### config.mk
export PLATFORM = sky130hd
export DESIGN_NAME = usrif_top
export DESIGN_NICKNAME = d
export VERILOG_FILES = /design/src/include/usrif_pkg.sv /design/src/core/usrif_top.sv
export SDC_FILE = /design/constraint.sdc
export NUM_CORES = 1
export LEC_CHECK = 0
export BUFFER_PORTS_ARGS = -buffer_cell sky130_fd_sc_hd__buf_4
export CAP_MARGIN = 30
export CORE_UTILIZATION = 30
export CTS_BUF_LIST = sky130_fd_sc_hd__clkbuf_2 sky130_fd_sc_hd__clkbuf_4 sky130_fd_sc_hd__clkbuf_8
export DETAILED_ROUTE_END_ITERATION = 12
export GPL_TIMING_DRIVEN = 1
export SYNTH_ARGS = -nofsm -noshare
export SYNTH_HDL_FRONTEND = slang
export SYNTH_SLANG_ARGS = --single-unit
### constraint.sdc
create_clock -name SYS_CLK_I -period 8 [get_ports SYS_CLK_I]
set_clock_uncertainty 0.15 [all_clocks]
set_input_delay 0 -clock SYS_CLK_I [delete_from_list [all_inputs] [get_ports SYS_CLK_I]]
set_output_delay 0 -clock SYS_CLK_I [all_outputs]
set_load 0.02 [all_outputs]
### src/include/usrif_pkg.sv
// Constants for the serial port register interface: offsets, fields, reset values, codes.
// Assumes a single 32-bit AHB-Lite slave port with each register on an aligned word.
// Summary of operation
// - Data location writes go to transmit buffer; reads return receive FIFO head.
// - Short characters: transmitter ignores high bits, receiver returns them as zero.
// - Data write while buffer-empty flag is clear is discarded.
// - Enabled transmitter loads buffer into empty shift register, shifts it out.
// - Receive buffer is a two-entry FIFO; each data read pops head.
// - Receive-complete follows FIFO not-empty; receiver disable flushes and clears it.
// - Transmit-complete sets after frame ends with empty buffer; ack or one clears.
// - Buffer-empty reads one when buffer accepts data; resets to one.
// - Frame-error reports zero first stop bit of head character; write as zero.
// - Overrun sets on start bit with FIFO full and character waiting.
// - Parity-error reports head character parity failure when checking was on.
// - Double-speed bit changes divider ratio sixteen to eight in asynchronous mode.
// - Multi-processor mode drops frames without address information; transmitter unaffected.
// - Each interrupt request needs its enable, global enable and flag set.
// - Receiver enable takes receive pin; disable flushes FIFO and error flags.
// - Transmitter enable takes pin; disable waits for shifter and buffer empty.
// - Ninth received bit of head shown; software reads it before low byte.
// - Software sets ninth transmit bit first; device latches it with byte.
// - Mode bit zero selects asynchronous, one selects synchronous operation.
// - Parity field 00 off, 01 reserved, 10 even, 11 odd.
// - Stop select gives one or two transmitted stop bits; receiver unaffected.
// - Size codes 000..011 give 5..8 bits, 111 gives 9, others reserved.
// - Twelve-bit baud divider in two parts; low write reloads prescaler.
package usrif_pkg;
	localparam logic [7:0] OFS_DATA = 8'h00;
	localparam logic [7:0] OFS_STATUS_A = 8'h04;
	localparam logic [7:0] OFS_CONTROL_B = 8'h08;
	localparam logic [7:0] OFS_FRAME = 8'h0C;
	localparam logic [7:0] OFS_BAUD_LOW = 8'h10;
	localparam logic [7:0] OFS_BAUD_HIGH = 8'h14;
	localparam logic [7:0] RST_STATUS_A = 8'h20;
	localparam logic [7:0] RST_CONTROL_B = 8'h00;
	localparam logic [7:0] RST_FRAME = 8'h00;
	localparam logic [11:0] RST_BAUD = 12'h000;
	localparam int BIT_RXC = 7;
	localparam int BIT_TXC = 6;
	localparam int BIT_U2X = 1;
	localparam int BIT_MPCM = 0;
	localparam int BIT_RXEN = 4;
	localparam int BIT_TXEN = 3;
	localparam int BIT_UCSZ2 = 2;
	localparam int BIT_TXB8 = 0;
	localparam int BIT_MODE = 6;
	localparam int BIT_STOP2 = 3;
	localparam logic [4:0] RATIO_NORMAL = 5'h10;
	localparam logic [4:0] RATIO_DOUBLE = 5'h08;
	localparam logic [4:0] RATIO_SYNC = 5'h02;
	localparam logic [1:0] PAR_EVEN = 2'h2;
	localparam logic [2:0] SIZE_NINE = 3'h7;
	typedef enum logic [5:0] {
		TX_IDLE = 6'b00_0001, TX_START = 6'b00_0010, TX_DATA = 6'b00_0100,
		TX_PAR = 6'b00_1000, TX_STOP1 = 6'b01_0000, TX_STOP2 = 6'b10_0000
	} usrif_tx_e;
	typedef enum logic [4:0] {
		RX_IDLE = 5'b0_0001, RX_START = 5'b0_0010, RX_DATA = 5'b0_0100,
		RX_PAR = 5'b0_1000, RX_STOP = 5'b1_0000
	} usrif_rx_e;
endpackage

### src/core/usrif_top.sv
// Serial port register block with transmitter, receiver and two-entry receive FIFO.
// Assumes an AHB-Lite master on SYS_CLK_I and an asynchronous peer on RXD_I/TXD_O.
`timescale 1ns/10ps
`default_nettype none
module usrif_top
	import usrif_pkg::*;
(
	// Clock and reset
	input wire logic SYS_CLK_I,
	input wire logic NRST_I,
	// AHB-Lite slave
	input wire logic HSEL_I,
	input wire logic [31:0] HADDR_I,
	input wire logic [1:0] HTRANS_I,
	input wire logic HWRITE_I,
	input wire logic [2:0] HSIZE_I,
	input wire logic [31:0] HWDATA_I,
	input wire logic HREADY_I,
	output logic [31:0] HRDATA_O,
	output logic HREADYOUT_O,
	output logic HRESP_O,
	// Core interrupt side
	input wire logic GIE_I,
	input wire logic TXC_ACK_I,
	output logic IRQ_RXC_O,
	output logic IRQ_TXC_O,
	output logic IRQ_UDRE_O,
	// Serial pins
	input wire logic RXD_I,
	output logic TXD_O,
	output logic TXD_OE_O,
	output logic RXD_OWN_O
);
	logic rst_m_q, rst_n;
	logic [1:0] rxd_sync_q;
	logic a_sel_q, a_wr_q;
	logic [7:0] a_ofs_q;
	logic [31:0] rdata_q;
	logic rxcie_q, txcie_q, udrie_q, rxen_q, txen_q, ucsz2_q, txb8_q;
	logic u2x_q, mpcm_q, txc_q, dor_q, mode_q, stop2_q;
	logic [1:0] upm_q, ucsz_q;
	logic [11:0] baud_q, pre_q;
	logic irq_rx_q, irq_tx_q, irq_ud_q;
	logic [8:0] tbuf_q, tsh_q;
	logic tbuf_v_q, tx_own_q, txd_q;
	usrif_tx_e tx_st_q;
	logic [4:0] tx_os_q, rx_os_q;
	logic [3:0] tx_bit_q, rx_bit_q;
	usrif_rx_e rx_st_q;
	logic [8:0] rsh_q;
	logic rpar_q;
	logic [10:0] ent0_q, ent1_q, wait_q;
	logic [1:0] cnt_q;
	logic wait_v_q;

	// Reset release through two flops
	always_ff @(posedge SYS_CLK_I or negedge NRST_I) begin
		if (!NRST_I) begin
			rst_m_q <= 1'b0;
			rst_n <= 1'b0;
		end else begin
			rst_m_q <= 1'b1;
			rst_n <= rst_m_q;
		end
	end

	always_ff @(posedge SYS_CLK_I or negedge rst_n) begin
		if (!rst_n) rxd_sync_q <= 2'b11;
		else rxd_sync_q <= {rxd_sync_q[0], RXD_I};
	end
	wire rxd_s = rxd_sync_q[1];

	// Bus decode; zero wait states, address phase read, data phase write
	wire a_take = HSEL_I & HTRANS_I[1] & HREADY_I;
	wire [7:0] a_ofs = HADDR_I[7:0];
	wire rd_take = a_take & ~HWRITE_I;
	wire wr_now = a_sel_q & a_wr_q;
	wire [7:0] wd = HWDATA_I[7:0];
	wire wr_data = wr_now & (a_ofs_q == OFS_DATA);
	wire wr_sta = wr_now & (a_ofs_q == OFS_STATUS_A);
	wire wr_ctl = wr_now & (a_ofs_q == OFS_CONTROL_B);
	wire wr_frm = wr_now & (a_ofs_q == OFS_FRAME);
	wire wr_bl = wr_now & (a_ofs_q == OFS_BAUD_LOW);
	wire wr_bh = wr_now & (a_ofs_q == OFS_BAUD_HIGH);
	wire rd_data = rd_take & (a_ofs == OFS_DATA);

	// Frame shape
	wire nine = ({ucsz2_q, ucsz_q} == SIZE_NINE);
	wire [3:0] nbits = nine ? 4'd9 : (ucsz2_q ? 4'd8 : {2'b01, ucsz_q} + 4'd1);
	wire [8:0] mask = nine ? 9'h1FF : (9'h0FF >> (4'd8 - nbits));
	wire par_on = upm_q[1];
	wire par_odd = upm_q[0];
	wire [4:0] ratio = mode_q ? RATIO_SYNC : (u2x_q ? RATIO_DOUBLE : RATIO_NORMAL);
	wire [4:0] half = {1'b0, ratio[4:1]};
	wire tick = (pre_q == 12'h000);

	// Receive FIFO status
	wire rx_any = (cnt_q != 2'd0);
	wire pop = rd_data & rx_any;
	wire rxc = rx_any & rxen_q;
	wire udre = ~tbuf_v_q;
	wire [7:0] sta_rd = {rxc, txc_q, udre, ent0_q[9] & rx_any, dor_q,
		ent0_q[10] & rx_any, u2x_q, mpcm_q};
	wire [7:0] ctl_rd = {rxcie_q, txcie_q, udrie_q, rxen_q, txen_q, ucsz2_q,
		ent0_q[8] & rx_any, txb8_q};
	wire [7:0] frm_rd = {1'b0, mode_q, upm_q, stop2_q, ucsz_q, 1'b0};
	wire [7:0] data_rd = rx_any ? ent0_q[7:0] : 8'h00;
	wire [7:0] rd_mux = (a_ofs == OFS_DATA) ? data_rd :
		(a_ofs == OFS_STATUS_A) ? sta_rd :
		(a_ofs == OFS_CONTROL_B) ? ctl_rd :
		(a_ofs == OFS_FRAME) ? frm_rd :
		(a_ofs == OFS_BAUD_LOW) ? baud_q[7:0] :
		(a_ofs == OFS_BAUD_HIGH) ? {4'h0, baud_q[11:8]} : 8'h00;

	always_ff @(posedge SYS_CLK_I or negedge rst_n) begin
		if (!rst_n) begin
			a_sel_q <= 1'b0;
			a_wr_q <= 1'b0;
			a_ofs_q <= 8'h00;
			rdata_q <= 32'h0000_0000;
		end else begin
			a_sel_q <= a_take;
			a_wr_q <= HWRITE_I;
			a_ofs_q <= a_ofs;
			rdata_q <= rd_take ? {24'h00_0000, rd_mux} : 32'h0000_0000;
		end
	end

	// Control registers
	always_ff @(posedge SYS_CLK_I or negedge rst_n) begin
		if (!rst_n) begin
			{rxcie_q, txcie_q, udrie_q, rxen_q, txen_q, ucsz2_q} <= RST_CONTROL_B[7:2];
			txb8_q <= RST_CONTROL_B[BIT_TXB8];
			u2x_q <= RST_STATUS_A[BIT_U2X];
			mpcm_q <= RST_STATUS_A[BIT_MPCM];
			mode_q <= RST_FRAME[BIT_MODE];
			upm_q <= RST_FRAME[5:4];
			stop2_q <= RST_FRAME[BIT_STOP2];
			ucsz_q <= RST_FRAME[2:1];
		end else begin
			if (wr_ctl) begin
				{rxcie_q, txcie_q, udrie_q, rxen_q, txen_q, ucsz2_q} <= wd[7:2];
				txb8_q <= wd[BIT_TXB8];
			end
			if (wr_sta) begin
				u2x_q <= wd[BIT_U2X];
				mpcm_q <= wd[BIT_MPCM];
			end
			if (wr_frm) begin
				mode_q <= wd[BIT_MODE];
				upm_q <= wd[5:4];
				stop2_q <= wd[BIT_STOP2];
				ucsz_q <= wd[2:1];
			end
		end
	end

	// Baud divider; low write restarts prescaler at once
	always_ff @(posedge SYS_CLK_I or negedge rst_n) begin
		if (!rst_n) begin
			baud_q <= RST_BAUD;
			pre_q <= RST_BAUD;
		end else begin
			if (wr_bh) baud_q[11:8] <= wd[3:0];
			if (wr_bl) begin
				baud_q[7:0] <= wd;
				pre_q <= {baud_q[11:8], wd};
			end else if (tick) begin
				pre_q <= baud_q;
			end else begin
				pre_q <= pre_q - 12'h001;
			end
		end
	end

	// Interrupt requests and transmit-complete flag
	wire tx_last = (tx_os_q == ratio - 5'd1) & tick;
	wire tx_end = tx_last & ((tx_st_q == TX_STOP2) | ((tx_st_q == TX_STOP1) & ~stop2_q));
	always_ff @(posedge SYS_CLK_I or negedge rst_n) begin
		if (!rst_n) begin
			txc_q <= RST_STATUS_A[BIT_TXC];
			irq_rx_q <= 1'b0;
			irq_tx_q <= 1'b0;
			irq_ud_q <= 1'b0;
		end else begin
			if (tx_end & ~tbuf_v_q) txc_q <= 1'b1;
			else if (TXC_ACK_I | (wr_sta & wd[BIT_TXC])) txc_q <= 1'b0;
			irq_rx_q <= rxcie_q & GIE_I & rxc;
			irq_tx_q <= txcie_q & GIE_I & txc_q;
			irq_ud_q <= udrie_q & GIE_I & udre;
		end
	end

	// Transmit buffer and shifter
	wire tx_load = (tx_st_q == TX_IDLE) & tbuf_v_q & tx_own_q;
	wire tx_par = ^(tsh_q & mask) ^ par_odd;
	always_ff @(posedge SYS_CLK_I or negedge rst_n) begin
		if (!rst_n) begin
			tbuf_q <= 9'h000;
			tbuf_v_q <= 1'b0;
		end else if (wr_data & udre) begin
			tbuf_q <= {txb8_q, wd};
			tbuf_v_q <= 1'b1;
		end else if (tx_load) begin
			tbuf_v_q <= 1'b0;
		end
	end

	always_ff @(posedge SYS_CLK_I or negedge rst_n) begin
		if (!rst_n) begin
			tx_st_q <= TX_IDLE;
			tsh_q <= 9'h000;
			tx_os_q <= 5'd0;
			tx_bit_q <= 4'd0;
		end else begin
			if (tx_st_q == TX_IDLE) tx_os_q <= 5'd0;
			else if (tick) tx_os_q <= tx_last ? 5'd0 : tx_os_q + 5'd1;
			case (tx_st_q)
				TX_IDLE: begin
					if (tx_load) begin
						tsh_q <= tbuf_q & mask;
						tx_bit_q <= 4'd0;
						tx_st_q <= TX_START;
					end
				end
				TX_START: begin
					if (tx_last) tx_st_q <= TX_DATA;
				end
				TX_DATA: begin
					if (tx_last) begin
						tx_bit_q <= tx_bit_q + 4'd1;
						if (tx_bit_q == nbits - 4'd1) tx_st_q <= par_on ? TX_PAR : TX_STOP1;
					end
				end
				TX_PAR: begin
					if (tx_last) tx_st_q <= TX_STOP1;
				end
				TX_STOP1: begin
					if (tx_last) tx_st_q <= stop2_q ? TX_STOP2 : TX_IDLE;
				end
				TX_STOP2: begin
					if (tx_last) tx_st_q <= TX_IDLE;
				end
				default: tx_st_q <= TX_IDLE;
			endcase
		end
	end

	// Pin line level and ownership
	wire txd_d = (tx_st_q == TX_START) ? 1'b0 :
		(tx_st_q == TX_DATA) ? tsh_q[tx_bit_q] :
		(tx_st_q == TX_PAR) ? tx_par : 1'b1;
	always_ff @(posedge SYS_CLK_I or negedge rst_n) begin
		if (!rst_n) begin
			txd_q <= 1'b1;
			tx_own_q <= 1'b0;
		end else begin
			txd_q <= txd_d;
			// Disable waits for shifter and buffer to drain
			tx_own_q <= txen_q | (tx_st_q != TX_IDLE) | tbuf_v_q;
		end
	end

	// Receiver
	wire rx_last = (rx_os_q == ratio - 5'd1) & tick;
	wire rx_mid = (rx_os_q == half - 5'd1) & tick;
	wire rx_done = (rx_st_q == RX_STOP) & rx_last;
	wire rx_fe = ~rxd_s;
	wire rx_pe = par_on & (^(rsh_q & mask) ^ par_odd ^ rpar_q);
	// Address mark is ninth bit, or the first stop bit for shorter characters
	wire rx_addr = nine ? rsh_q[8] : rxd_s;
	wire rx_keep = ~mpcm_q | rx_addr;
	wire [10:0] rx_ent = {rx_pe, rx_fe, rsh_q & mask};
	wire rx_push = rx_done & rx_keep;
	wire rx_begin = (rx_st_q == RX_IDLE) & ~rxd_s & rxen_q;

	always_ff @(posedge SYS_CLK_I or negedge rst_n) begin
		if (!rst_n) begin
			rx_st_q <= RX_IDLE;
			rsh_q <= 9'h000;
			rpar_q <= 1'b0;
			rx_os_q <= 5'd0;
			rx_bit_q <= 4'd0;
		end else if (!rxen_q) begin
			rx_st_q <= RX_IDLE;
			rx_os_q <= 5'd0;
		end else begin
			if (rx_st_q == RX_IDLE) rx_os_q <= 5'd0;
			else if ((rx_st_q == RX_START) ? rx_mid : rx_last) rx_os_q <= 5'd0;
			else if (tick) rx_os_q <= rx_os_q + 5'd1;
			case (rx_st_q)
				RX_IDLE: begin
					if (rx_begin) begin
						rsh_q <= 9'h000;
						rx_bit_q <= 4'd0;
						rx_st_q <= RX_START;
					end
				end
				RX_START: begin
					// Glitch on start bit returns to idle
					if (rx_mid) rx_st_q <= rxd_s ? RX_IDLE : RX_DATA;
				end
				RX_DATA: begin
					if (rx_last) begin
						rsh_q[rx_bit_q] <= rxd_s;
						rx_bit_q <= rx_bit_q + 4'd1;
						if (rx_bit_q == nbits - 4'd1) rx_st_q <= par_on ? RX_PAR : RX_STOP;
					end
				end
				RX_PAR: begin
					if (rx_last) begin
						rpar_q <= rxd_s;
						rx_st_q <= RX_STOP;
					end
				end
				// Only the first stop bit is checked, whatever the stop setting
				RX_STOP: begin
					if (rx_last) rx_st_q <= RX_IDLE;
				end
				default: rx_st_q <= RX_IDLE;
			endcase
		end
	end

	// Two-entry FIFO plus one waiting character in a separate wait register
	always_ff @(posedge SYS_CLK_I or negedge rst_n) begin
		if (!rst_n) begin
			ent0_q <= 11'h000;
			ent1_q <= 11'h000;
			wait_q <= 11'h000;
			cnt_q <= 2'd0;
			wait_v_q <= 1'b0;
		end else if (!rxen_q) begin
			cnt_q <= 2'd0;
			wait_v_q <= 1'b0;
		end else begin
			case ({pop, rx_push})
				2'b10: begin
					ent0_q <= ent1_q;
					if (cnt_q == 2'd2 && wait_v_q) begin
						ent1_q <= wait_q;
						wait_v_q <= 1'b0;
					end else begin
						cnt_q <= cnt_q - 2'd1;
					end
				end
				2'b01: begin
					if (cnt_q == 2'd0) ent0_q <= rx_ent;
					if (cnt_q == 2'd1) ent1_q <= rx_ent;
					if (cnt_q != 2'd2) cnt_q <= cnt_q + 2'd1;
					else if (!wait_v_q) begin
						wait_q <= rx_ent;
						wait_v_q <= 1'b1;
					end
				end
				2'b11: begin
					if (cnt_q == 2'd1) ent0_q <= rx_ent;
					else begin
						ent0_q <= ent1_q;
						ent1_q <= wait_v_q ? wait_q : rx_ent;
						if (wait_v_q) wait_q <= rx_ent;
					end
				end
				default: begin
					cnt_q <= cnt_q;
				end
			endcase
		end
	end

	// Overrun flag; a new overrun wins over the clearing read
	always_ff @(posedge SYS_CLK_I or negedge rst_n) begin
		if (!rst_n) dor_q <= 1'b0;
		else if (!rxen_q) dor_q <= 1'b0;
		else if (rx_begin & (cnt_q == 2'd2) & wait_v_q) dor_q <= 1'b1;
		else if (rd_data) dor_q <= 1'b0;
	end

	assign HRDATA_O = rdata_q;
	assign HREADYOUT_O = rst_n;
	assign HRESP_O = 1'b0 & rst_n;
	assign IRQ_RXC_O = irq_rx_q;
	assign IRQ_TXC_O = irq_tx_q;
	assign IRQ_UDRE_O = irq_ud_q;
	assign TXD_O = txd_q;
	assign TXD_OE_O = tx_own_q;
	assign RXD_OWN_O = rxen_q;
endmodule
`default_nettype wire

==> results.json, run 1 <==
{
  "p_per_area_nw_per_um2": 188,
  "synth_async_sr_flop_share_pct": 100,
  "finalNetCount": 1072,
  "p_sw_mw": 0.549,
  "grt_setup_unrepaired": "no",
  "synthToLayoutAreaGrowth_pct": 13.5,
  "grt_use_met2_pct": 23.5,
  "number_of_synthesized_register_bits": 162,
  "place_congestion": 0.848,
  "insertion_delay_ns": 0.47,
  "detail_route.wirelength_um": 23200,
  "io_buffer_count": 39,
  "number_of_violations_reported_at_the_end_of_detailed_routing_iteration_0": 720,
  "global_route_wire_length_before_repair_um": 37300,
  "timing.critical_path.from_type": "register",
  "remaining_drc_errors": 0,
  "yosys_warnings": 0,
  "antenna-diode-count": 0,
  "cts_setup_buffers": 0,
  "ctsResizeCount": 0,
  "synth-main-ff-cell": "dfrtp_1",
  "global_route.overflow_total": 0,
  "core_region_area_um2": 28900,
  "end_kind": "register",
  "holdWs_ns": 0.0376,
  "cap_viol_max_count": 0,
  "power.combinational.fraction_pct": 15.0,
  "synth.top_cells.by_area": "dfrtp_1 (44%), nand2_1 (5.4%), mux2_2 (4.3%)",
  "run_status": "complete, no violations",
  "internal_power_mw": 1.35,
  "timing.final.hold_violations": 0,
  "max-slew-margin-rel_pct": 32.3,
  "fin_crit_sh_pct": 50.5,
  "fmaxAchievable_mhz": 248,
  "number_of_global_route_vias_before_repair": 6627,
  "grt_antenna_before_repair": 0,
  "post_drt_antenna_nets": 0,
  "grt_use_met1_pct": 22.5,
  "finalSetupViolCount": 0,
  "clkTransAtPathRegs_ns": 0.10,
  "pin_count_of_the_biggest_net_entering_global_routing": 69,
  "cts_buffer_depth": 2,
  "synth.lib_cells_used.distinct": 80,
  "synth-edff-count": 0,
  "std_cell_rows": 62,
  "via_per_inst": 5.19,
  "worst_ep_required_time_ns": 8.20,
  "synth.largest_area_cell": "dfrtp_1",
  "instances_no_fill": 1376,
  "initial_core_util_pct": 30.8,
  "final_core_util_pct": 34.9,
  "share_of_cells_above_drive_strength_1_pct": 14.0,
  "power.share.switching_pct": 28.8,
  "post-place-cells": 1317,
  "worst_pin_slew_ns": 1.02,
  "firstDrtPassIters": 5,
  "post-synth-top-area-fraction_pct": 44.1,
  "routed_wire_length_per_instance_um": 16.9,
  "syn_inst": 938,
  "syn_area_per_cell_um2": 9.49,
  "worstHoldPathType": "input pin to register",
  "cp_max_fanout": 14,
  "cts.htree.levels": 4,
  "cts_num_sinks": 162,
  "grt_util_met3_pct": 3.72,
  "floorplan.die.width_um": 174,
  "boundary_pin_count": 117,
  "layout_min_cycle_time_ns": 4.04,
  "yosysSeqAreaShare_pct": 45.6,
  "worstPathArrival_ns": 4.24,
  "worstSetupPathType": "register to register",
  "cts_bufs_inserted": 17,
  "dr_total_vias": 7143,
  "grtUsageTotal_pct": 15.8,
  "power.leakage_nw": 4.28,
  "floorplan.die.height_um": 174,
  "p_clk_share_pct": 37.5,
  "dp.final_hpwl_um": 16700,
  "seq_power_share_pct": 47.5,
  "grt_most_used_layer": "met2",
  "vdd.ir_drop.worst_uv": 127,
  "drv_slew": 0,
  "design.die.area_um2": 30400,
  "post_synth_instance_area_um2": 8900,
  "tritoncts_clock_tree": "yes",
  "total_negative_slack_ns": 0,
  "clock-root-buffer": "clkbuf_8"
}
[power groups by stage]
stage	combinational, mW	sequential, mW	clock [mW]
floorplan	0.208	0.914	0
global placement	0.268	0.919	0
detailed placement	0.271	0.921	0
CTS	0.283	0.905	0.728
global route	0.317	0.912	0.762
finish	0.285	0.905	0.713
[per-layer routing]
| metal | up-vias | wire length (µm) |
|---|---|---|
| met3 | 22 | 1370 |
| li1 | 3364 | - |
| met5 | - | 0 |
| met4 | 0 | 327 |
| met1 | 3572 | 11000 |
| met2 | 185 | 10500 |
[cell usage in the layout, fill, tap and decap left out, drive strengths merged, types with 26 or more instances in the layout]
cell | netlist | final
mux2 | 35 | 35
o21ai | 84 | 84
a21oi | 39 | 39
dlygate4sd3 | 0 | 27
buf | 44 | 41
nand2 | 127 | 127
xnor2 | 30 | 30
dfrtp | 157 | 157
nor2 | 76 | 76
nand3 | 34 | 34
conb | 2 | 26
[worst paths after layout]
| kind | to | slack (ns) | from | depth (start not counted) |
|---|---|---|---|---|
| max | ent1_q[3]$_DFFE_PN0P_ | 3.96 | pre_q[0]$_DFF_PN0_ | 9 |
| min | rxd_sync_q[0]$_DFF_PN1_ | 0.04 | RXD_I | 2 |
| max reg2reg | ent1_q[3]$_DFFE_PN0P_ | 3.96 | pre_q[0]$_DFF_PN0_ | 9 |
| min reg2reg | wait_v_q$_DFFE_PN0P_ | 0.17 | HREADYOUT_O$_DFF_PN0_ | 0 |
| max in group asynchronous | rx_os_q[4]$_DFFE_PN0P_ | 6.22 | HREADYOUT_O$_DFF_PN0_ | 1 |
| min in group asynchronous | wait_v_q$_DFFE_PN0P_ | 0.17 | HREADYOUT_O$_DFF_PN0_ | 0 |
[what timing repair did]
item,4_1_cts,5_1_grt
setup endpoints to repair,0,0
endpoints found under the hold margin,69,0
hold buffers,27,0
[per-stage QoR]
step / setup WS [ns] / power (mW) / instance area, µm²
final: 3.96 / 1.90 / 10100
after detailed placement: 4.03 / 1.19 / 9370
after global routing: 3.68 / 1.99 / 10100
after CTS: 4.00 / 1.92 / 10100
after global placement: 4.12 / 1.19 / 9370
after floorplan: 2.85 / 1.12 / 8990
[cell usage after synthesis (10+ instances only)]
library cell and number:
dfrtp_1 157, nand2_1 127, o21ai_0 75, nor2_1 72, a21oi_1 37, mux2_2 34, nand3_1 34, xnor2_1 30
buf_4 28, clkbuf_1 26, inv_1 22, nor3_1 20, o211ai_1 18, xor2_1 17, ha_1 16, o31ai_1 13
mux2i_1 11, nand2b_1 11, and3_1 10
[worst max-delay path, cell delays in order, from the launching register on]
cell     delay (ns)
dfrtp_1        0.40
inv_1          0.06
ha_1           0.19
or4b_1         0.62
nor4_1         0.71
nand4_1        0.70
a21oi_4        0.58
nand2_1        0.20
o22ai_1        0.20
a21oi_1        0.09
[sequential cells by signal, indices dropped and copies added (netlist names), 4 cells and up]
register / flops
a_ofs_q: 8
tx_bit_q: 4
rx_st_q: 5
rsh_q: 9
pre_q: 12
rx_bit_q: 4
tsh_q: 9
ent1_q: 11
HRDATA_O: 8
tx_os_q: 5
baud_q: 12
tx_st_q: 6
rx_os_q: 5
wait_q: 11
tbuf_q: 9
ent0_q: 11
[cells by family (layout without fill, tap and decap cells)]
family                     after synthesis  in the layout  synth area share (%)
AOI/OAI and AO/OA                      220            220                  16.0
xor gates and xnor gates                47             47                  4.62
adders and majority gates               16             16                  2.25
buffers and inverters                   92            122                  5.61
DFF                                    162            162                  45.6
muxes                                   48             48                  6.17
other                                    2             26                0.0844
and+or+nand+nor                        351            351                  19.7
[cell type report]
class | instances | area (µm²)
flip-flops and latches | 162 | 4060
well taps | 384 | 480
multi-input cells | 708 | 4430
repair buffers | 68 | 578
clock buffers | 20 | 263
fillers | 2937 | 18800
clock inverters | 12 | 206
inverters | 22 | 82.6
Power figures use the tool's default switching activity.
==> run 2: changes to the inputs <==
Clock period 8 ns to 4.05 ns, I/O delays scaled along.
==> results.json, run 2 (synthesis results as in run 1) <==
{
  "dr_total_vias": 7124,
  "share_of_cells_above_drive_strength_1_pct": 15.0,
  "p_clk_share_pct": 33.2,
  "clkTransAtPathRegs_ns": 0.09,
  "remaining_drc_errors": 0,
  "grt_antenna_before_repair": 0,
  "vdd.ir_drop.worst_uv": 213,
  "instances_no_fill": 1389,
  "p_sw_mw": 1.08,
  "timing.hold.worst_path_depth": 2,
  "floorplan.die.height_um": 174,
  "cts_buffer_depth": 2,
  "io_buffer_count": 39,
  "cp_slowest_stage_delay_ns": 0.56,
  "detail_route.wirelength_um": 23700,
  "place_congestion": 0.842,
  "seq_power_share_pct": 50.8,
  "grt_setup_unrepaired": "no",
  "end_kind": "register",
  "dp.final_hpwl_um": 17200,
  "power.combinational.fraction_pct": 16.0,
  "finalNetCount": 1085,
  "worstSetupPathType": "register to register",
  "register_area_um2": 4060,
  "worst_ep_required_time_ns": 4.28,
  "cp_max_fanout": 7,
  "floorplan.die.width_um": 174,
  "global_route.overflow_total": 0,
  "insertion_delay_ns": 0.47,
  "number_of_global_route_vias_before_repair": 6609,
  "worst_r2r_startpoint": "ucsz_q[1]$_DFFE_PN0P_",
  "pin_count_of_the_biggest_net_entering_global_routing": 61,
  "cap_viol_max_count": 0,
  "fin_crit_sh_pct": 88.9,
  "antenna-diode-count": 0,
  "number_of_violations_reported_at_the_end_of_detailed_routing_iteration_0": 591,
  "most_frequent_standard_cell_in_the_layout_excluding_fill_and_tap_cells": "dfrtp_1",
  "max-slew-margin-rel_pct": 42.0,
  "worst_pin_slew_ns": 0.861,
  "global_route_wire_length_before_repair_um": 37900,
  "finalSetupViolCount": 0,
  "cts_num_sinks": 162,
  "via_per_inst": 5.13,
  "most-common-layout-cells": "dfrtp_1 (156), nand2_1 (127), o21ai_0 (75)",
  "core_region_area_um2": 28900,
  "initial_core_util_pct": 30.8,
  "ctsResizeCount": 0,
  "worstHoldPathType": "input pin to register",
  "post-place-cells": 1329,
  "power.share.switching_pct": 30.8,
  "fmaxAchievable_mhz": 278,
  "design.die.area_um2": 30400,
  "std_cell_rows": 62,
  "total_negative_slack_ns": 0,
  "internal_power_mw": 2.44,
  "cts.htree.levels": 4,
  "firstDrtPassIters": 5,
  "timing.final.hold_violations": 0,
  "post_drt_antenna_nets": 0,
  "clock-root-buffer": "clkbuf_8",
  "layout_min_cycle_time_ns": 3.60,
  "power.leakage_nw": 4.30,
  "worstHoldStart": "HWRITE_I",
  "boundary_pin_count": 117,
  "grtUsageTotal_pct": 16.1,
  "area_of_the_multi_input_gates_um2": 4430,
  "timing.critical_path.from_type": "register",
  "timing.hold.worst_endpoint": "a_wr_q$_DFF_PN0_",
  "cpMaxStageDelayCell": "o41ai_1",
  "worstPathCellList": "ha_1, inv_1, mux2i_1, buf_4, inv_1, ha_1, nor3_1, nor2_1, xnor2_1, o41ai_1, nand4_1, nand3b_1, a21oi_1",
  "final.fill_count": 2968,
  "reg.largest.list": "baud_q x12, pre_q x12",
  "cts_bufs_inserted": 17,
  "setup.reg_to_reg.worst_slack_ns": 0.45,
  "synthToLayoutAreaGrowth_pct": 13.9,
  "cts_setup_buffers": 0,
  "r2r_cells": 13,
  "p_per_area_nw_per_um2": 347,
  "critical_path.reg2reg.endpoint": "rx_st_q[2]$_DFFE_PN0P_",
  "tritoncts_clock_tree": "yes",
  "worstPathArrival_ns": 3.83,
  "run_status": "complete, no violations",
  "routed_wire_length_per_instance_um": 17.1,
  "drv_slew": 0
}
run 2: worst max-delay path, delay by kind of cell, from the launching register on:
family,cells,cell delay (ns)
muxes,1,0.13
and+or+nand+nor,4,1.06
buffers and inverters,3,0.28
adders and majority gates,2,0.52
AOI/OAI and AO/OA,2,0.71
xor gates and xnor gates,1,0.15
DFF,1,0.51
run 2: area by class of cell:
cell class                      count  area share [%]
Inverter                           22           0.814
Tap cell                          384            4.74
Clock inverter                     12            1.09
Timing Repair Buffer               81            6.93
Clock buffer                       20            2.65
Multi-Input combinational cell    708            43.7
Sequential cell                   162            40.1
run 2: timing repair:
item | CTS | global route
endpoints found under the setup margin | 0 | 0
hold buffers | 27 | 1
endpoints found under the hold margin | 69 | 1
run 2: worst max path at each step:
stage	start	endpoint	slack [ns]
after floorplan	ucsz_q[1]$_DFFE_PN0P_	tx_st_q[5]$_DFFE_PN0P_	1.0
after global placement	ucsz_q[1]$_DFFE_PN0P_	rx_st_q[2]$_DFFE_PN0P_	0.67
after detailed placement	ucsz_q[1]$_DFFE_PN0P_	rx_st_q[2]$_DFFE_PN0P_	0.56
after CTS	ucsz_q[1]$_DFFE_PN0P_	rx_st_q[2]$_DFFE_PN0P_	0.52
after global routing	ucsz_q[1]$_DFFE_PN0P_	rx_st_q[2]$_DFFE_PN0P_	0.30
final	ucsz_q[1]$_DFFE_PN0P_	rx_st_q[2]$_DFFE_PN0P_	0.45
run 2: routing by layer:
metal	up-vias	GRT usage [%]	routed length [µm]
met3	25	2.69	1320
met5	-	0	0
met1	3497	23.4	11300
met2	213	24.2	10700
li1	3389	-	-
met4	0	4.93	361
run 2: power groups by stage:
| stage | clock network [mW] | logic, mW | registers, mW |
|---|---|---|---|
| floorplan | 0 | 0.410 | 1.81 |
| global placement | 0 | 0.530 | 1.82 |
| detailed placement | 0 | 0.534 | 1.82 |
| CTS | 1.19 | 0.558 | 1.79 |
| global route | 1.26 | 0.625 | 1.80 |
| finish | 1.17 | 0.563 | 1.79 |
run 2: metrics by stage:
stage          worst slack [ns]  hold WS (ns)  cell area [µm²]  util (%)  total power [mW]
5_1_grt                   0.299        0.0178            10100      35.0              3.69
3_3_place_gp              0.670        -0.367             9480      32.8              2.35
3_5_place_dp              0.559        -0.367             9480      32.8              2.35
4_1_cts                   0.524        0.0161            10100      35.0              3.53
6_report                  0.449        0.0381            10100      35.0              3.52
2_1_floorplan             0.997        -0.446             8990         -              2.22
==> run 3: changes to the inputs <==
Settings changed: ABC_AREA from default to 1.
==> results.json, run 3 <==
{
  "grtUsageTotal_pct": 17.5,
  "p_sw_mw": 1.16,
  "post-place-cells": 1590,
  "floorplan.die.width_um": 176,
  "end_kind": "register",
  "cap_viol_max_count": 0,
  "dp.final_hpwl_um": 19100,
  "post_synth_instance_area_um2": 9130,
  "met1Wirelength_um": 11800,
  "yosys_warnings": 0,
  "initial_core_util_pct": 30.7,
  "vdd.ir_drop.worst_uv": 186,
  "design.die.area_um2": 31100,
  "cp_max_fanout": 26,
  "detail_route.wirelength_um": 26100,
  "detailroute.wirelength.met3_um": 1740,
  "routed_wire_length_per_instance_um": 15.8,
  "worst_ep_required_time_ns": 4.25,
  "cts_bufs_inserted": 17,
  "met2_wirelength_um": 12000,
  "syn_inst": 1180,
  "worstHoldPathType": "input pin to register",
  "number_of_global_route_vias_before_repair": 7956,
  "pin_count_of_the_biggest_net_entering_global_routing": 60,
  "run_status": "complete, no violations",
  "seq_power_share_pct": 47.9,
  "power.leakage_nw": 4.94,
  "cts_buffer_depth": 2,
  "finalNetCount": 1339,
  "via_per_inst": 5.02,
  "remaining_drc_errors": 0,
  "synth-edff-count": 0,
  "synthToLayoutAreaGrowth_pct": 14.8,
  "ctsResizeCount": 0,
  "worstSetupPathType": "register to register",
  "synth.lib_cells_used.distinct": 54,
  "floorplan.die.height_um": 176,
  "number_of_synthesized_register_bits": 162,
  "worst_pin_slew_ns": 0.870,
  "synth.largest_area_cell": "dfrtp_1",
  "finalSetupViolCount": 0,
  "instances_no_fill": 1649,
  "grt_antenna_before_repair": 0,
  "worstPathArrival_ns": 3.59,
  "synth_async_sr_flop_share_pct": 100,
  "global_route.overflow_total": 0,
  "std_cell_rows": 63,
  "max-slew-margin-rel_pct": 42.0,
  "fin_crit_sh_pct": 83.8,
  "power.combinational.fraction_pct": 16.7,
  "post_drt_antenna_nets": 0,
  "timing.final.hold_violations": 0,
  "post-layout-total-power_mw": 3.72,
  "timing.critical_path.from_type": "register",
  "cts.htree.levels": 4,
  "internal_power_mw": 2.56,
  "cts_hold_repair_buffers": 27,
  "post-synth-top-area-fraction_pct": 43.0,
  "most_frequent_standard_cell_in_the_layout_excluding_fill_and_tap_cells": "nand2_1",
  "clock-root-buffer": "clkbuf_8",
  "drv_slew": 0,
  "fmaxAchievable_mhz": 295,
  "synth-main-ff-cell": "dfrtp_1",
  "reg.largest.list": "baud_q x12, pre_q x12",
  "boundary_pin_count": 117,
  "tritoncts_clock_tree": "yes",
  "p_clk_share_pct": 35.4,
  "synth.top_cells.by_area": "dfrtp_1 (43%), nand2_1 (11%), o21ai_0 (7.3%)",
  "global_route_wire_length_before_repair_um": 42200,
  "cts_num_sinks": 162,
  "syn_area_per_cell_um2": 7.74,
  "yosysSeqAreaShare_pct": 44.5,
  "yosys.cell_count.top_type": "nand2_1",
  "total_negative_slack_ns": 0,
  "most-common-layout-cells": "nand2_1 (276), dfrtp_1 (156), o21ai_0 (134)",
  "synth_top_cells_by_count": "nand2_1 (276), dfrtp_1 (157), o21ai_0 (134), inv_1 (129), nor2_1 (89)",
  "share_of_cells_above_drive_strength_1_pct": 8.66,
  "route.top_layer_used": "met4",
  "clkTransAtPathRegs_ns": 0.09,
  "core_region_area_um2": 29800,
  "cts_setup_buffers": 0,
  "grt_setup_unrepaired": "no",
  "number_of_violations_reported_at_the_end_of_detailed_routing_iteration_0": 754,
  "antenna-diode-count": 0,
  "dr_total_vias": 8285,
  "io_buffer_count": 39,
  "final.fill_count": 3142,
  "layout_min_cycle_time_ns": 3.39,
  "power.share.switching_pct": 31.2,
  "p_per_area_nw_per_um2": 355,
  "place_area_um2": 9780,
  "final_design_area_no_fill_um2": 10500,
  "firstDrtPassIters": 7,
  "insertion_delay_ns": 0.47,
  "place_congestion": 0.948
}
run 3: cell types whose count changed in the layout (fill, tap and decap cells not counted), sizes merged, moves of 10 or more:
| cell | previous run | this run |
|---|---|---|
| inv | 22 | 139 |
| nand2 | 127 | 282 |
| o21ai | 84 | 149 |
| nand2b | 11 | 0 |
| nor2 | 76 | 94 |
| nand3 | 34 | 76 |
| o211ai | 18 | 5 |
| and3 | 10 | 0 |
| a21oi | 39 | 55 |
| mux2 | 35 | 0 |
| xnor2 | 30 | 14 |
run 3: power by group through the flow:
stage	clock (mW)	combinational, mW	sequential, mW
final	1.32	0.620	1.78
after global placement	0	0.586	1.81
after CTS	1.35	0.616	1.78
after detailed placement	0	0.593	1.81
after global routing	1.41	0.703	1.79
after floorplan	0	0.448	1.81
run 3: final cells by class:
cell class / count / area [µm²] / area share [%]
flip-flops and latches: 162 / 4060 / 38.8
repair buffers: 77 / 658 / 6.28
well taps: 390 / 488 / 4.65
clock buffers: 18 / 248 / 2.36
multi-input cells: 851 / 4320 / 41.2
inverters: 137 / 517 / 4.93
clock inverters: 14 / 189 / 1.80
run 3: worst paths after layout:
| kind | endpoint | slack, ns | depth (start not counted) | startpoint |
|---|---|---|---|---|
| worst max register to register | wait_q[10]$_DFFE_PN0P_ | 0.66 | 15 | ucsz_q[1]$_DFFE_PN0P_ |
| max in group asynchronous | tx_st_q[0]$_DFFE_PN1P_ | 2.59 | 1 | HREADYOUT_O$_DFF_PN0_ |
| min in group asynchronous | HREADYOUT_O$_DFF_PN0_ | 0.23 | 3 | NRST_I |
| worst max-delay path | wait_q[10]$_DFFE_PN0P_ | 0.66 | 15 | ucsz_q[1]$_DFFE_PN0P_ |
| worst min-delay path | rxd_sync_q[0]$_DFF_PN1_ | 0.03 | 2 | RXD_I |
| worst min register to register | rxd_sync_q[1]$_DFF_PN1_ | 0.21 | 0 | rxd_sync_q[0]$_DFF_PN1_ |
run 3: cell families after synthesis:
logic type	Yosys count	synth area share, %
buffers and inverters	191	9.19
flip-flops	162	44.5
adder cells (fa/ha/maj)	16	2.19
AO/OA/AOI/OAI	269	16.8
XOR/XNOR	31	2.97
AND/OR/NAND/NOR	507	24.1
other	2	0.0822
multiplexers	2	0.219
run 3: layer usage:
| metal | global-route usage (%) | vias to the layer above |
|---|---|---|
| met5 | 0 | - |
| met4 | 6.29 | 0 |
| met3 | 3.53 | 44 |
| met2 | 28.2 | 285 |
| met1 | 23.2 | 3939 |
| li1 | - | 4017 |
run 3: worst max-delay path, cell delays in order (launching register included):
cell	delay, ns
dfrtp_1	0.45
ha_1	0.27
nand2_4	0.12
inv_1	0.10
nand2_1	0.16
inv_1	0.11
nor3_1	0.39
inv_1	0.14
nand2_1	0.19
nor2_8	0.11
nand2_4	0.27
inv_4	0.17
nand2_2	0.10
nand3_2	0.25
nor2_1	0.18
a21oi_1	0.09
run 3: through the flow:
step           worst slack (ns)  hold slack (ns)  util (%)
3_5_place_dp              0.782           -0.363      32.8
5_1_grt                   0.462           0.0337      35.2
3_3_place_gp              0.829           -0.366      32.8
2_1_floorplan              1.13           -0.446         -
6_report                  0.658           0.0315      35.2
4_1_cts                   0.756          0.00788      35.2
